**src/essr_map.vh**
```
/*
 holds the constants of the fault and signal strength status registers:
 register addresses, command bytes and fault codes.
 assumes it is included by bare name into each design file that needs it.
*/
// Contract
// - an unexpected event stores its fault code in the register at 0x79
// - reading the fault register clears the pending fault and the notify line
// - a new fault overwrites an unread code; no queue of older codes
// - codes 0x08 serial overrun, 0x09 radio overrun, 0x13 write failure
// - codes 0x20 missing ack, 0x40 payload check, 0x42 header check
// - codes 0x43 wrong sequence number, 0x44 unsupported frame kind
// - last good strength at 0x7b loads only when payload goes out serially
// - each good packet overwrites last good strength; only latest kept
// - strength values are 8-bit two's complement dBm
// - read of 0x7c takes a fresh measurement before the answer
// - strength values are corrected for the selected amplifier gain
// - factory custom ident: high byte at 0x39, low byte at 0x3a
`ifndef ESSR_MAP_VH
`define ESSR_MAP_VH
// ==========================================================
// register addresses
`define ESSR_ADDR_IDENT_HI 8'h39
`define ESSR_ADDR_IDENT_LO 8'h3a
`define ESSR_ADDR_FAULT 8'h79
`define ESSR_ADDR_LAST_RSS 8'h7b
`define ESSR_ADDR_INST_RSS 8'h7c
// ==========================================================
// command framing bytes
`define ESSR_CMD_HEADER 8'hff
`define ESSR_CMD_SIZE 8'h02
`define ESSR_CMD_ESCAPE 8'hfe
`define ESSR_RSP_ACK 8'h06
// ==========================================================
// fault codes
`define ESSR_FC_NONE 8'h00
`define ESSR_FC_SER_OVR 8'h08
`define ESSR_FC_RAD_OVR 8'h09
`define ESSR_FC_WR_FAIL 8'h13
`define ESSR_FC_NO_ACK 8'h20
`define ESSR_FC_PAY_CHK 8'h40
`define ESSR_FC_HDR_CHK 8'h42
`define ESSR_FC_BAD_SEQ 8'h43
`define ESSR_FC_BAD_FRM 8'h44
// ==========================================================
// field sizes and counts
`define ESSR_NUM_FAULTS 8
`define ESSR_GAIN_W 2
`define ESSR_RSP_LAST 2'h2
// ==========================================================
// gain correction per amplifier setting, and the signed byte limits
`define ESSR_GAIN_OFS_AGC 8'h00
`define ESSR_GAIN_OFS_HS 8'h00
`define ESSR_GAIN_OFS_MID 8'h07
`define ESSR_GAIN_OFS_LIN 8'h0a
`define ESSR_DBM_MIN 8'h80
`define ESSR_DBM_MAX 8'h7f
// ==========================================================
// reset value of every stored byte
`define ESSR_REG_RST 8'h00
`endif

```
**src/essr_fault_encode.v**
```verilog
/*
 holds the fault event priority encoder: picks one code per cycle.
 assumes the event pulses are on sys_clk; lowest index has priority.
*/
`timescale 1ns/1ps
`include "essr_map.vh"
module essr_fault_encode (
    fault_events,
    any_fault,
    fault_code
);
    input wire [7:0] fault_events;
    output reg any_fault;
    output reg [7:0] fault_code;
    // ==========================================================
    // code lookup
    function [7:0] essr_code_of;
        input [2:0] idx;
        begin
            case (idx)
                3'h0: essr_code_of = `ESSR_FC_SER_OVR;
                3'h1: essr_code_of = `ESSR_FC_RAD_OVR;
                3'h2: essr_code_of = `ESSR_FC_WR_FAIL;
                3'h3: essr_code_of = `ESSR_FC_NO_ACK;
                3'h4: essr_code_of = `ESSR_FC_PAY_CHK;
                3'h5: essr_code_of = `ESSR_FC_HDR_CHK;
                3'h6: essr_code_of = `ESSR_FC_BAD_SEQ;
                default: essr_code_of = `ESSR_FC_BAD_FRM;
            endcase
        end
    endfunction
    integer i;
    // scan from the top so the lowest index wins on coincident events
    always @* begin
        any_fault = 1'b0;
        fault_code = `ESSR_FC_NONE;
        for (i = `ESSR_NUM_FAULTS - 1; i >= 0; i = i - 1) begin
            if (fault_events[i]) begin
                any_fault = 1'b1;
                fault_code = essr_code_of(i[2:0]);
            end
        end
    end
endmodule // essr_fault_encode

```
**src/essr_gain_adjust.v**
```verilog
/*
 holds the gain correction of a raw strength sample into dBm.
 assumes raw_level is already a signed dBm figure at the antenna port
 as seen through the amplifier; offsets are per gain setting.
*/
`timescale 1ns/1ps
`include "essr_map.vh"
module essr_gain_adjust (
    raw_level,
    gain_sel,
    dbm_level
);
    input wire [7:0] raw_level;
    input wire [1:0] gain_sel;
    output reg [7:0] dbm_level;
    reg [8:0] sum;
    reg [7:0] offset;
    // add the per-gain correction, saturating so the signed byte never wraps
    always @* begin
        case (gain_sel)
            2'h0: offset = `ESSR_GAIN_OFS_AGC;
            2'h1: offset = `ESSR_GAIN_OFS_HS;
            2'h2: offset = `ESSR_GAIN_OFS_MID;
            default: offset = `ESSR_GAIN_OFS_LIN;
        endcase
        sum = {raw_level[7], raw_level} + {1'b0, offset};
        if (sum[8] != sum[7])
            dbm_level = sum[8] ? `ESSR_DBM_MIN : `ESSR_DBM_MAX;
        else
            dbm_level = sum[7:0];
    end
endmodule // essr_gain_adjust

```
**src/essr_status_regs.v**
```verilog
/*
 holds the fault and signal strength status registers with their serial
 byte command decoder and answer sequencer.
 assumes rx bytes arrive as one-cycle strobes from a uart on sys_clk, the
 tx side takes a byte on tx_valid and tx_ready, and the strength sampler
 answers a request within a bounded time with sample_valid.
*/
`timescale 1ns/1ps
`include "essr_map.vh"
module essr_status_regs (
    sys_clk,
    rst,
    rx_valid,
    rx_byte,
    tx_valid,
    tx_byte,
    tx_ready,
    fault_events,
    fault_notify_line,
    fault_notify_enable,
    good_packet_out,
    packet_level,
    sample_request,
    sample_valid,
    sample_level,
    gain_sel,
    custom_ident_high,
    custom_ident_low
);
    input wire sys_clk;
    input wire rst;
    input wire rx_valid;
    input wire [7:0] rx_byte;
    output wire tx_valid;
    output reg [7:0] tx_byte;
    input wire tx_ready;
    input wire [7:0] fault_events;
    output wire fault_notify_line;
    input wire fault_notify_enable;
    input wire good_packet_out;
    input wire [7:0] packet_level;
    output wire sample_request;
    input wire sample_valid;
    input wire [7:0] sample_level;
    input wire [1:0] gain_sel;
    input wire [7:0] custom_ident_high;
    input wire [7:0] custom_ident_low;

    // ==========================================================
    // states
    localparam [2:0] ST_HDR = 3'h0;
    localparam [2:0] ST_SIZE = 3'h1;
    localparam [2:0] ST_ESC = 3'h2;
    localparam [2:0] ST_ADDR = 3'h3;
    localparam [2:0] ST_MEAS = 3'h4;
    localparam [2:0] ST_RSP = 3'h5;

    reg [2:0] state_ff, nxt_state;
    reg [7:0] addr_ff, nxt_addr;
    reg [1:0] rsp_idx_ff, nxt_rsp_idx;
    reg [7:0] value_ff, nxt_value;
    reg [7:0] fault_ff, nxt_fault;
    reg pending_ff, nxt_pending;
    reg [7:0] last_rss_ff, nxt_last_rss;
    reg [7:0] inst_rss_ff, nxt_inst_rss;
    reg [7:0] tx_byte_q;

    wire any_fault;
    wire [7:0] new_code;
    wire [7:0] pkt_dbm;
    wire [7:0] inst_dbm;

    // ==========================================================
    // helpers
    essr_fault_encode u_enc (
        .fault_events(fault_events),
        .any_fault(any_fault),
        .fault_code(new_code)
    );

    essr_gain_adjust u_gain_pkt (
        .raw_level(packet_level),
        .gain_sel(gain_sel),
        .dbm_level(pkt_dbm)
    );

    essr_gain_adjust u_gain_inst (
        .raw_level(sample_level),
        .gain_sel(gain_sel),
        .dbm_level(inst_dbm)
    );

    // ==========================================================
    // register read mux
    function [8:0] essr_read;
        input [7:0] a;
        input [7:0] ih;
        input [7:0] il;
        input [7:0] fc;
        input [7:0] lr;
        input [7:0] ir;
        begin
            case (a)
                `ESSR_ADDR_IDENT_HI: essr_read = {1'b1, ih};
                `ESSR_ADDR_IDENT_LO: essr_read = {1'b1, il};
                `ESSR_ADDR_FAULT: essr_read = {1'b1, fc};
                `ESSR_ADDR_LAST_RSS: essr_read = {1'b1, lr};
                `ESSR_ADDR_INST_RSS: essr_read = {1'b1, ir};
                default: essr_read = {1'b0, 8'h00};
            endcase
        end
    endfunction

    wire [8:0] rd_hit;
    assign rd_hit = essr_read(rx_byte, custom_ident_high, custom_ident_low,
        fault_ff, last_rss_ff, inst_rss_ff);

    wire tx_take;
    assign tx_valid = (state_ff == ST_RSP);
    assign tx_take = tx_valid && tx_ready;
    assign sample_request = (state_ff == ST_MEAS);
    assign fault_notify_line = pending_ff && fault_notify_enable;

    // ==========================================================
    // command decode and answer
    always @* begin
        nxt_state = state_ff;
        nxt_addr = addr_ff;
        nxt_rsp_idx = rsp_idx_ff;
        nxt_value = value_ff;
        nxt_inst_rss = inst_rss_ff;
        case (state_ff)
            ST_HDR: begin
                if (rx_valid && rx_byte == `ESSR_CMD_HEADER)
                    nxt_state = ST_SIZE;
            end
            ST_SIZE: begin
                if (rx_valid)
                    nxt_state = (rx_byte == `ESSR_CMD_SIZE) ? ST_ESC : ST_HDR;
            end
            ST_ESC: begin
                // writes are handled elsewhere; only the read form is ours
                if (rx_valid)
                    nxt_state = (rx_byte == `ESSR_CMD_ESCAPE) ?
                        ST_ADDR : ST_HDR;
            end
            ST_ADDR: begin
                if (rx_valid) begin
                    nxt_addr = rx_byte;
                    nxt_value = rd_hit[7:0];
                    nxt_rsp_idx = 2'h0;
                    if (!rd_hit[8])
                        nxt_state = ST_HDR;
                    else if (rx_byte == `ESSR_ADDR_INST_RSS)
                        nxt_state = ST_MEAS;
                    else
                        nxt_state = ST_RSP;
                end
            end
            ST_MEAS: begin
                if (sample_valid) begin
                    nxt_inst_rss = inst_dbm;
                    nxt_value = inst_dbm;
                    nxt_state = ST_RSP;
                end
            end
            ST_RSP: begin
                if (tx_take) begin
                    nxt_rsp_idx = rsp_idx_ff + 2'h1;
                    if (rsp_idx_ff == `ESSR_RSP_LAST)
                        nxt_state = ST_HDR;
                end
            end
            default: nxt_state = ST_HDR;
        endcase
    end

    always @* begin
        case (rsp_idx_ff)
            2'h0: tx_byte_q = `ESSR_RSP_ACK;
            2'h1: tx_byte_q = addr_ff;
            default: tx_byte_q = value_ff;
        endcase
        tx_byte = tx_byte_q;
    end

    // ==========================================================
    // fault register
    // the fault value is latched at address time, so clear on that byte
    wire fault_read;
    assign fault_read = (state_ff == ST_ADDR) && rx_valid &&
        (rx_byte == `ESSR_ADDR_FAULT);

    always @* begin
        nxt_fault = fault_ff;
        nxt_pending = pending_ff;
        if (fault_read) begin
            nxt_fault = `ESSR_FC_NONE;
            nxt_pending = 1'b0;
        end
        // a new event wins over the clear and replaces any unread code
        if (any_fault) begin
            nxt_fault = new_code;
            nxt_pending = 1'b1;
        end
    end

    // ==========================================================
    // last good packet strength
    always @* begin
        nxt_last_rss = last_rss_ff;
        if (good_packet_out)
            nxt_last_rss = pkt_dbm;
    end

    // ==========================================================
    // state
    always @(posedge sys_clk or posedge rst) begin
        if (rst) begin
            state_ff <= ST_HDR;
            addr_ff <= `ESSR_REG_RST;
            rsp_idx_ff <= 2'h0;
            value_ff <= `ESSR_REG_RST;
            fault_ff <= `ESSR_FC_NONE;
            pending_ff <= 1'b0;
            last_rss_ff <= `ESSR_REG_RST;
            inst_rss_ff <= `ESSR_REG_RST;
        end else begin
            state_ff <= nxt_state;
            addr_ff <= nxt_addr;
            rsp_idx_ff <= nxt_rsp_idx;
            value_ff <= nxt_value;
            fault_ff <= nxt_fault;
            pending_ff <= nxt_pending;
            last_rss_ff <= nxt_last_rss;
            inst_rss_ff <= nxt_inst_rss;
        end
    end
endmodule // essr_status_regs

```
**config.mk**
```make
export PLATFORM = sky130hd
export DESIGN_NAME = essr_status_regs
export DESIGN_NICKNAME = d
export VERILOG_FILES = /design/src/essr_fault_encode.v /design/src/essr_gain_adjust.v /design/src/essr_status_regs.v
export VERILOG_INCLUDE_DIRS = /design/src
export SDC_FILE = /design/constraint.sdc
export NUM_CORES = 1
export LEC_CHECK = 0
export BUFFER_PORTS_ARGS = -buffer_cell sky130_fd_sc_hd__clkbuf_2
export CAP_MARGIN = 10
export CORE_UTILIZATION = 45
export DETAILED_ROUTE_END_ITERATION = 8
export PLACE_DENSITY = 0.7
export SYNTH_ARGS = -nofsm -noshare
export SYNTH_HDL_FRONTEND = slang
export SYNTH_HIERARCHICAL = 1
export SYNTH_SLANG_ARGS = --single-unit
```
**constraint.sdc**
```tcl
create_clock -name sys_clk -period 2.95 [get_ports sys_clk]
set_clock_uncertainty 0.1 [all_clocks]
set_input_delay 0.4425 -clock sys_clk [delete_from_list [all_inputs] [get_ports sys_clk]]
set_output_delay 0.4425 -clock sys_clk [all_outputs]
set_load 0.02 [all_outputs]
```
# == Word-level counts from Yosys, hierarchy flattened ==
# Index checks and enable logic that the tools add are counted.
# Widths: inputs -> output; s select.
# word_totals
out_inout_bits,11
wordCells,99
in_bits,57
register_bits,46
# op_classes
reduce_logical,17
addsub,3
eq_ne,26
n_mux,45
# op_table
cell,count
$mux 8,8
$mux 7,8
$pmux 9 s5,1
$pmux 8 s2,2
$eq 8x7->1 const B,3
$mux 3,8
$pmux 3 s6,1
$eq 8x6->1 const B,2
$eq 8x8->1 const B,2
$mux 1,11
$add 8x5->9,1
$add 9x8->9,1
$eq 8x2->1 const B,1
$mux 2,4
$ne 2x2->1 const B,4
$pmux 4 s2,1
$reduce_and 7->1,1
$eq 3x2->1 const B,2
$eq 3x3->1 const B,2
$ne 2x1->1 const B,3
$reduce_and 3->1,2
$reduce_bool 2->1,3
$logic_and 1x1->1,5
$eq 2x1->1 const B,2
other kinds (9),13

# == Logic depth before layout (Yosys ltp) ==
# logic_depth
word_depth,9
ltp_mapped,9
ltp_nobuf,9

# == By module ==
# The synthesis kept the hierarchy.
# by_module_without_submodules
mod,n_inst,cells_each,area_each_um2
essr_status_regs,1,256,2648.8
essr_gain_adjust at u_gain_pkt,1,54,380.4
essr_gain_adjust at u_gain_inst,1,52,379.1
essr_fault_encode,1,19,112.6

# == Least setup slack after synthesis ==
# OpenSTA, ideal clock, no wires.
# synth_timing
path_kind,in2reg
startpoint,in gain_sel[1]
endpoint,reg last_rss_ff[4]
path_buffers,0
path_stages,9
arrival_time_ps,2212
setup_ps,125
slack_ps,513
path_cell_list,nor2b_1 and2_1 fa_1 nor2_1 a21oi_1 o21ai_0 o221ai_2 a221o_1 mux2_2
# synth_via
elab_chain_len,6
word_cells_on_any_way,9
cone_classes,1 x add/sub; 3 x eq/ne; 3 x mux; 2 x reduce/logical
# synth_rtl
element,line_no,text
start: declaration,essr_status_regs.v:45,input wire [1:0] gain_sel;
$eq 2x1->1 or $logic_not 2->1 (tied branches),essr_gain_adjust.v:20,case (gain_sel)
$reduce_or 2->1 (no line),--,
$pmux 4 s2 *,essr_gain_adjust.v:20,
$add 9x8->9 *,essr_gain_adjust.v:26,"sum = {raw_level[7], raw_level} + {1'b0, offset};"
$mux 8 (no line) or $ne 1x1->1 (tied branches),--,
$mux 8 *,essr_gain_adjust.v:27,if (sum[8] != sum[7])
net pkt_dbm[4],essr_status_regs.v:70,wire [7:0] pkt_dbm;
end signal: assignment,essr_status_regs.v:226,last_rss_ff <= `ESSR_REG_RST;
end signal: assignment,essr_status_regs.v:235,last_rss_ff <= nxt_last_rss;
end: declaration,essr_status_regs.v:64,"reg [7:0] last_rss_ff, nxt_last_rss;"
# Mark *: on every way through the listed nets, which the timed path passes. The rest lies on a longest branch.
# A chain may end at the register's enable or synchronous reset.

# == Worst setup path after layout ==
# layout_timing
startpoint,in gain_sel[1]
endpoint,reg value_ff[4]
# layout_via
elab_chain_len,8
word_cells_on_any_way,11
cone_classes,1 x add/sub; 3 x eq/ne; 5 x mux; 2 x reduce/logical
# layout_rtl
element,line_no,text
$eq 2x1->1 or $logic_not 2->1 (tied branches),essr_gain_adjust.v:20,
$reduce_or 2->1 (no line),--,
$pmux 4 s2 *,essr_gain_adjust.v:20,
$add 8x5->9 *,essr_gain_adjust.v:26,
$mux 8 (no line) or $ne 1x1->1 (tied branches),--,
$mux 8 *,essr_gain_adjust.v:27,
net inst_dbm[4],essr_status_regs.v:71,wire [7:0] inst_dbm;
$mux 8 *,essr_status_regs.v:161,if (sample_valid) begin
$pmux 8 s2 *,essr_status_regs.v:132,case (state_ff)
end signal: assignment,essr_status_regs.v:223,value_ff <= `ESSR_REG_RST;
end signal: assignment,essr_status_regs.v:232,value_ff <= nxt_value;
end: declaration,essr_status_regs.v:61,"reg [7:0] value_ff, nxt_value;"
# Mark *: on every way through the listed nets, which the timed path passes. The rest lies on a longest branch. The select of a mux whose other input is x is not followed.

==> impl_metrics.py <==
metrics = {
    "worst_setup_path": {
        "startpoint_type": "input pin",
        "crit_family": "simple AND/OR/NAND/NOR gates",
        "end_kind": "flop",
        "crit_path_cell_trace": "clkbuf_2, nor2b_1, and2_1, fa_1, nor2_1, o21ai_0, and2_1, o311ai_1, nor2_1, a221oi_2",
        "crit_slowest_cell": "fa_1",
        "timing.critical_path.buf_inv": 1,
        "required_ps": 3060,
        "worstPathArrival_ps": 2690,
        "crit_path_max_incr_delay_ps": 440,
        "path_class": "in2reg",
        "critPathMaxFanout": 8,
    },
    "die": {
        "row_count": 31,
        "io_pins": 68,
        "dieArea_sq_mm": 0.008182,
        "core_area_sq_mm": 0.007408,
        "die_h_microns": 90.46,
        "die_x_microns": 90.46,
        "initial_core_util": 0.4753,
    },
    "clock_network": {
        "clockBufferDepth": 2,
        "ctsResizeCount": 0,
        "clk_pin_slew_ps": 90,
        "clk_latency_ps": 290,
        "cts_tree": "done",
        "cts_buffers": 5,
        "ctsHoldBuffers": 0,
        "cts_root_buf": "clkbuf_8",
        "h-tree-depth": 2,
        "cts_setup_buffers": 0,
        "cts.sinks": 46,
    },
    "timing": {
        "worstMarginPinSlew_ps": 588.1,
        "finalSetupTns_ps": 0,
        "hold_viol": 0,
        "setup_viol": 0,
        "grt_setup_unrepaired": "no",
        "relSlewSlack": 0.6046,
        "min_period_over_period": 0.8736,
        "slew_violations": 0,
        "max_freq_ghz": 0.3880,
        "min_period_ps": 2577,
    },
    "pwr": {
        "power_uw": 1549,
        "p_leak_uw": 0.001822,
        "ir_worst_vdd_v": 0.0001826,
        "p_per_area_mw_per_mm2": 388.1,
    },
    "cells_and_area": {
        "nets": 505,
        "regArea_sq_mm": 0.001151,
        "area_growth_pct": 13.36,
        "diodes": 0,
        "final_cells": 539,
        "drive_gt1_frac": 0.2909,
        "fillers": 721,
        "final_area_sq_mm": 0.003991,
        "multiInputGateArea_sq_mm": 0.002193,
        "final_util": 0.5388,
    },
    "global_route": {
        "antenna_found_initial": 0,
        "groute.usage.overall": 0.2108,
        "grt_pass1_vias": 2966,
        "grt_max_degree": 47,
        "grt_pass1_wl_mm": 14.12,
        "gr-total-overflow": 0,
    },
    "routing": {
        "drtIter0Drc": 205,
        "drc_errors": 0,
        "wire_per_inst_microns": 15.47,
        "drt_wl_total_mm": 8.337,
        "ant_nets": 0,
        "viasPerCell": 5.750,
        "drt-pass1-iter-count": 4,
        "vias": 3099,
    },
    "yosys": {
        "synth_nets": 447,
        "ys_warn_count": 6,
        "ys_seq_area_frac": 0.3269,
        "synth_cells": 381,
        "netlist_area_sq_mm": 0.003521,
        "synth.avg_cell_area_sq_um": 9.241,
        "synth_edf_count": 0,
        "ys_ff_latch": 46,
        "ys.flop_type": "dfrtp_1",
        "yosysUniqueCellTypes": 78,
        "synth-async-reset-ratio": 1.000,
    },
    "place": {
        "place_area_sq_mm": 0.003886,
        "gp_congestion": 0.8068,
        "hpwl_mm": 6.398,
        "post-place-cells": 531,
        "place.port_buffers": 67,
    },
    "worst_hold_path": {
        "min_path_type": "in2async",
    },
    "job": {
        "drv_cap": 0,
    },
    "run_status": {
        "status": "completed",
    },
}
[cell usage after synthesis (5+ instances only)]
cell / n / area share
nand2b_1: 7 / 0.012
buf_2: 5 / 0.0071
inv_1: 12 / 0.013
clkbuf_1: 6 / 0.0064
o2bb2ai_1: 7 / 0.017
a221oi_1: 7 / 0.017
nand3_1: 9 / 0.013
xnor2_1: 8 / 0.020
nor2b_1: 6 / 0.011
dfrtp_1: 46 / 0.33
o21ai_0: 15 / 0.021
ha_1: 7 / 0.025
a21oi_1: 11 / 0.016
nor3_1: 5 / 0.0071
a221oi_2: 8 / 0.034
nor4_1: 5 / 0.0089
nor2_1: 31 / 0.033
mux2i_1: 7 / 0.020
mux2_2: 16 / 0.051
a22o_1: 11 / 0.027
a31oi_1: 6 / 0.011
and2_1: 6 / 0.011
a211o_1: 5 / 0.012
nand2_1: 52 / 0.055
[cell usage in the layout, fill, tap and decap left out, types with 8 or more instances in the layout]
master,netlist,layout
a22o_1,11,11
inv_1,12,12
nor2_1,31,31
clkbuf_2,1,67
xnor2_1,8,8
a221oi_2,8,8
nand3_1,9,9
dfrtp_1,46,46
a21oi_1,11,11
nand2_1,52,52
o21ai_0,15,15
mux2_2,16,16
[per-stage QoR]
| stage | hold WS (ps) | setup slack (ps) |
|---|---|---|
| 2_1_floorplan | 342.0 | 513.1 |
| 3_3_place_gp | 360.1 | 216.3 |
| 6_report | 169.8 | 372.9 |
| 3_5_place_dp | 365.1 | 69.77 |
| 4_1_cts | 187.1 | 389.2 |
| 5_1_grt | 239.5 | 181.6 |
[final timing paths]
check | startpoint | cells after the start | slack (ps) | end
worst min-delay path | rst | 3 | 170 | last_rss_ff[3]
worst min register to register | addr_ff[3] | 2 | 390 | addr_ff[3]
min in group sys_clk | tx_ready | 3 | 300 | rsp_idx_ff[1]
worst max-delay path | gain_sel[1] | 10 | 370 | value_ff[4]
worst max register to register | state_ff[2] | 6 | 950 | value_ff[1]
max in group asynchronous | rst | 3 | 2170 | fault_ff[3]
[flip-flops by register name, summed over array words and instances, names as in the netlist]
| register | flops |
|---|---|
| last_rss_ff | 8 |
| value_ff | 8 |
| rsp_idx_ff | 2 |
| pending_ff | 1 |
| state_ff | 3 |
| addr_ff | 8 |
| fault_ff | 8 |
| inst_rss_ff | 8 |
[where the power goes]
group          switching [uW]  internal [uW]  leakage, uW
Clock                     208            215    0.0000544
Sequential               53.7            708     0.000580
Combinational             192            173      0.00119
[worst register-to-register path, stage by stage, from the launching register on]
cell and delay (ps):
dfrtp_1 560, nand4b_2 210, buf_4 250, nand2_1 270, buf_4 260, nor2_1 170, a221oi_2 60
[layer usage]
| layer | global-route usage | wire (microns) | part of all wire | vias up |
|---|---|---|---|---|
| li1 | - | - | - | 1530 |
| met1 | 0.2978 | 4014 | 0.48 | 1489 |
| met2 | 0.3397 | 3887 | 0.47 | 68 |
| met3 | 0.03620 | 321 | 0.039 | 12 |
| met4 | 0.04167 | 113 | 0.014 | 0 |
| met5 | 0 | 0 | 0 | - |
[final cells by class]
class                      instances  share of cell area
clock inverter                     1            0.002194
tap                               99             0.03103
clock buffer                       7             0.02414
timing repair buffer              72             0.09342
sequential                        46              0.2884
inverter                          12             0.01129
multi-input combinational        302              0.5495
[kinds of logic (layout without fill, tap and decap cells)]
| group | count (synthesis) | in the layout | share of synthesized area |
|---|---|---|---|
| AND/OR/NAND/NOR | 157 | 157 | 0.2516 |
| AO/OA/AOI/OAI | 103 | 103 | 0.2388 |
| flip-flops | 46 | 46 | 0.3269 |
| buffers and inverters | 33 | 92 | 0.05010 |
| multiplexers | 24 | 24 | 0.07534 |
| adder cells (fa/ha/maj) | 9 | 9 | 0.03625 |
| XOR/XNOR | 8 | 8 | 0.01990 |
| other | 1 | 1 | 0.001065 |
No activity file was read; power rests on OpenSTA's default activity.
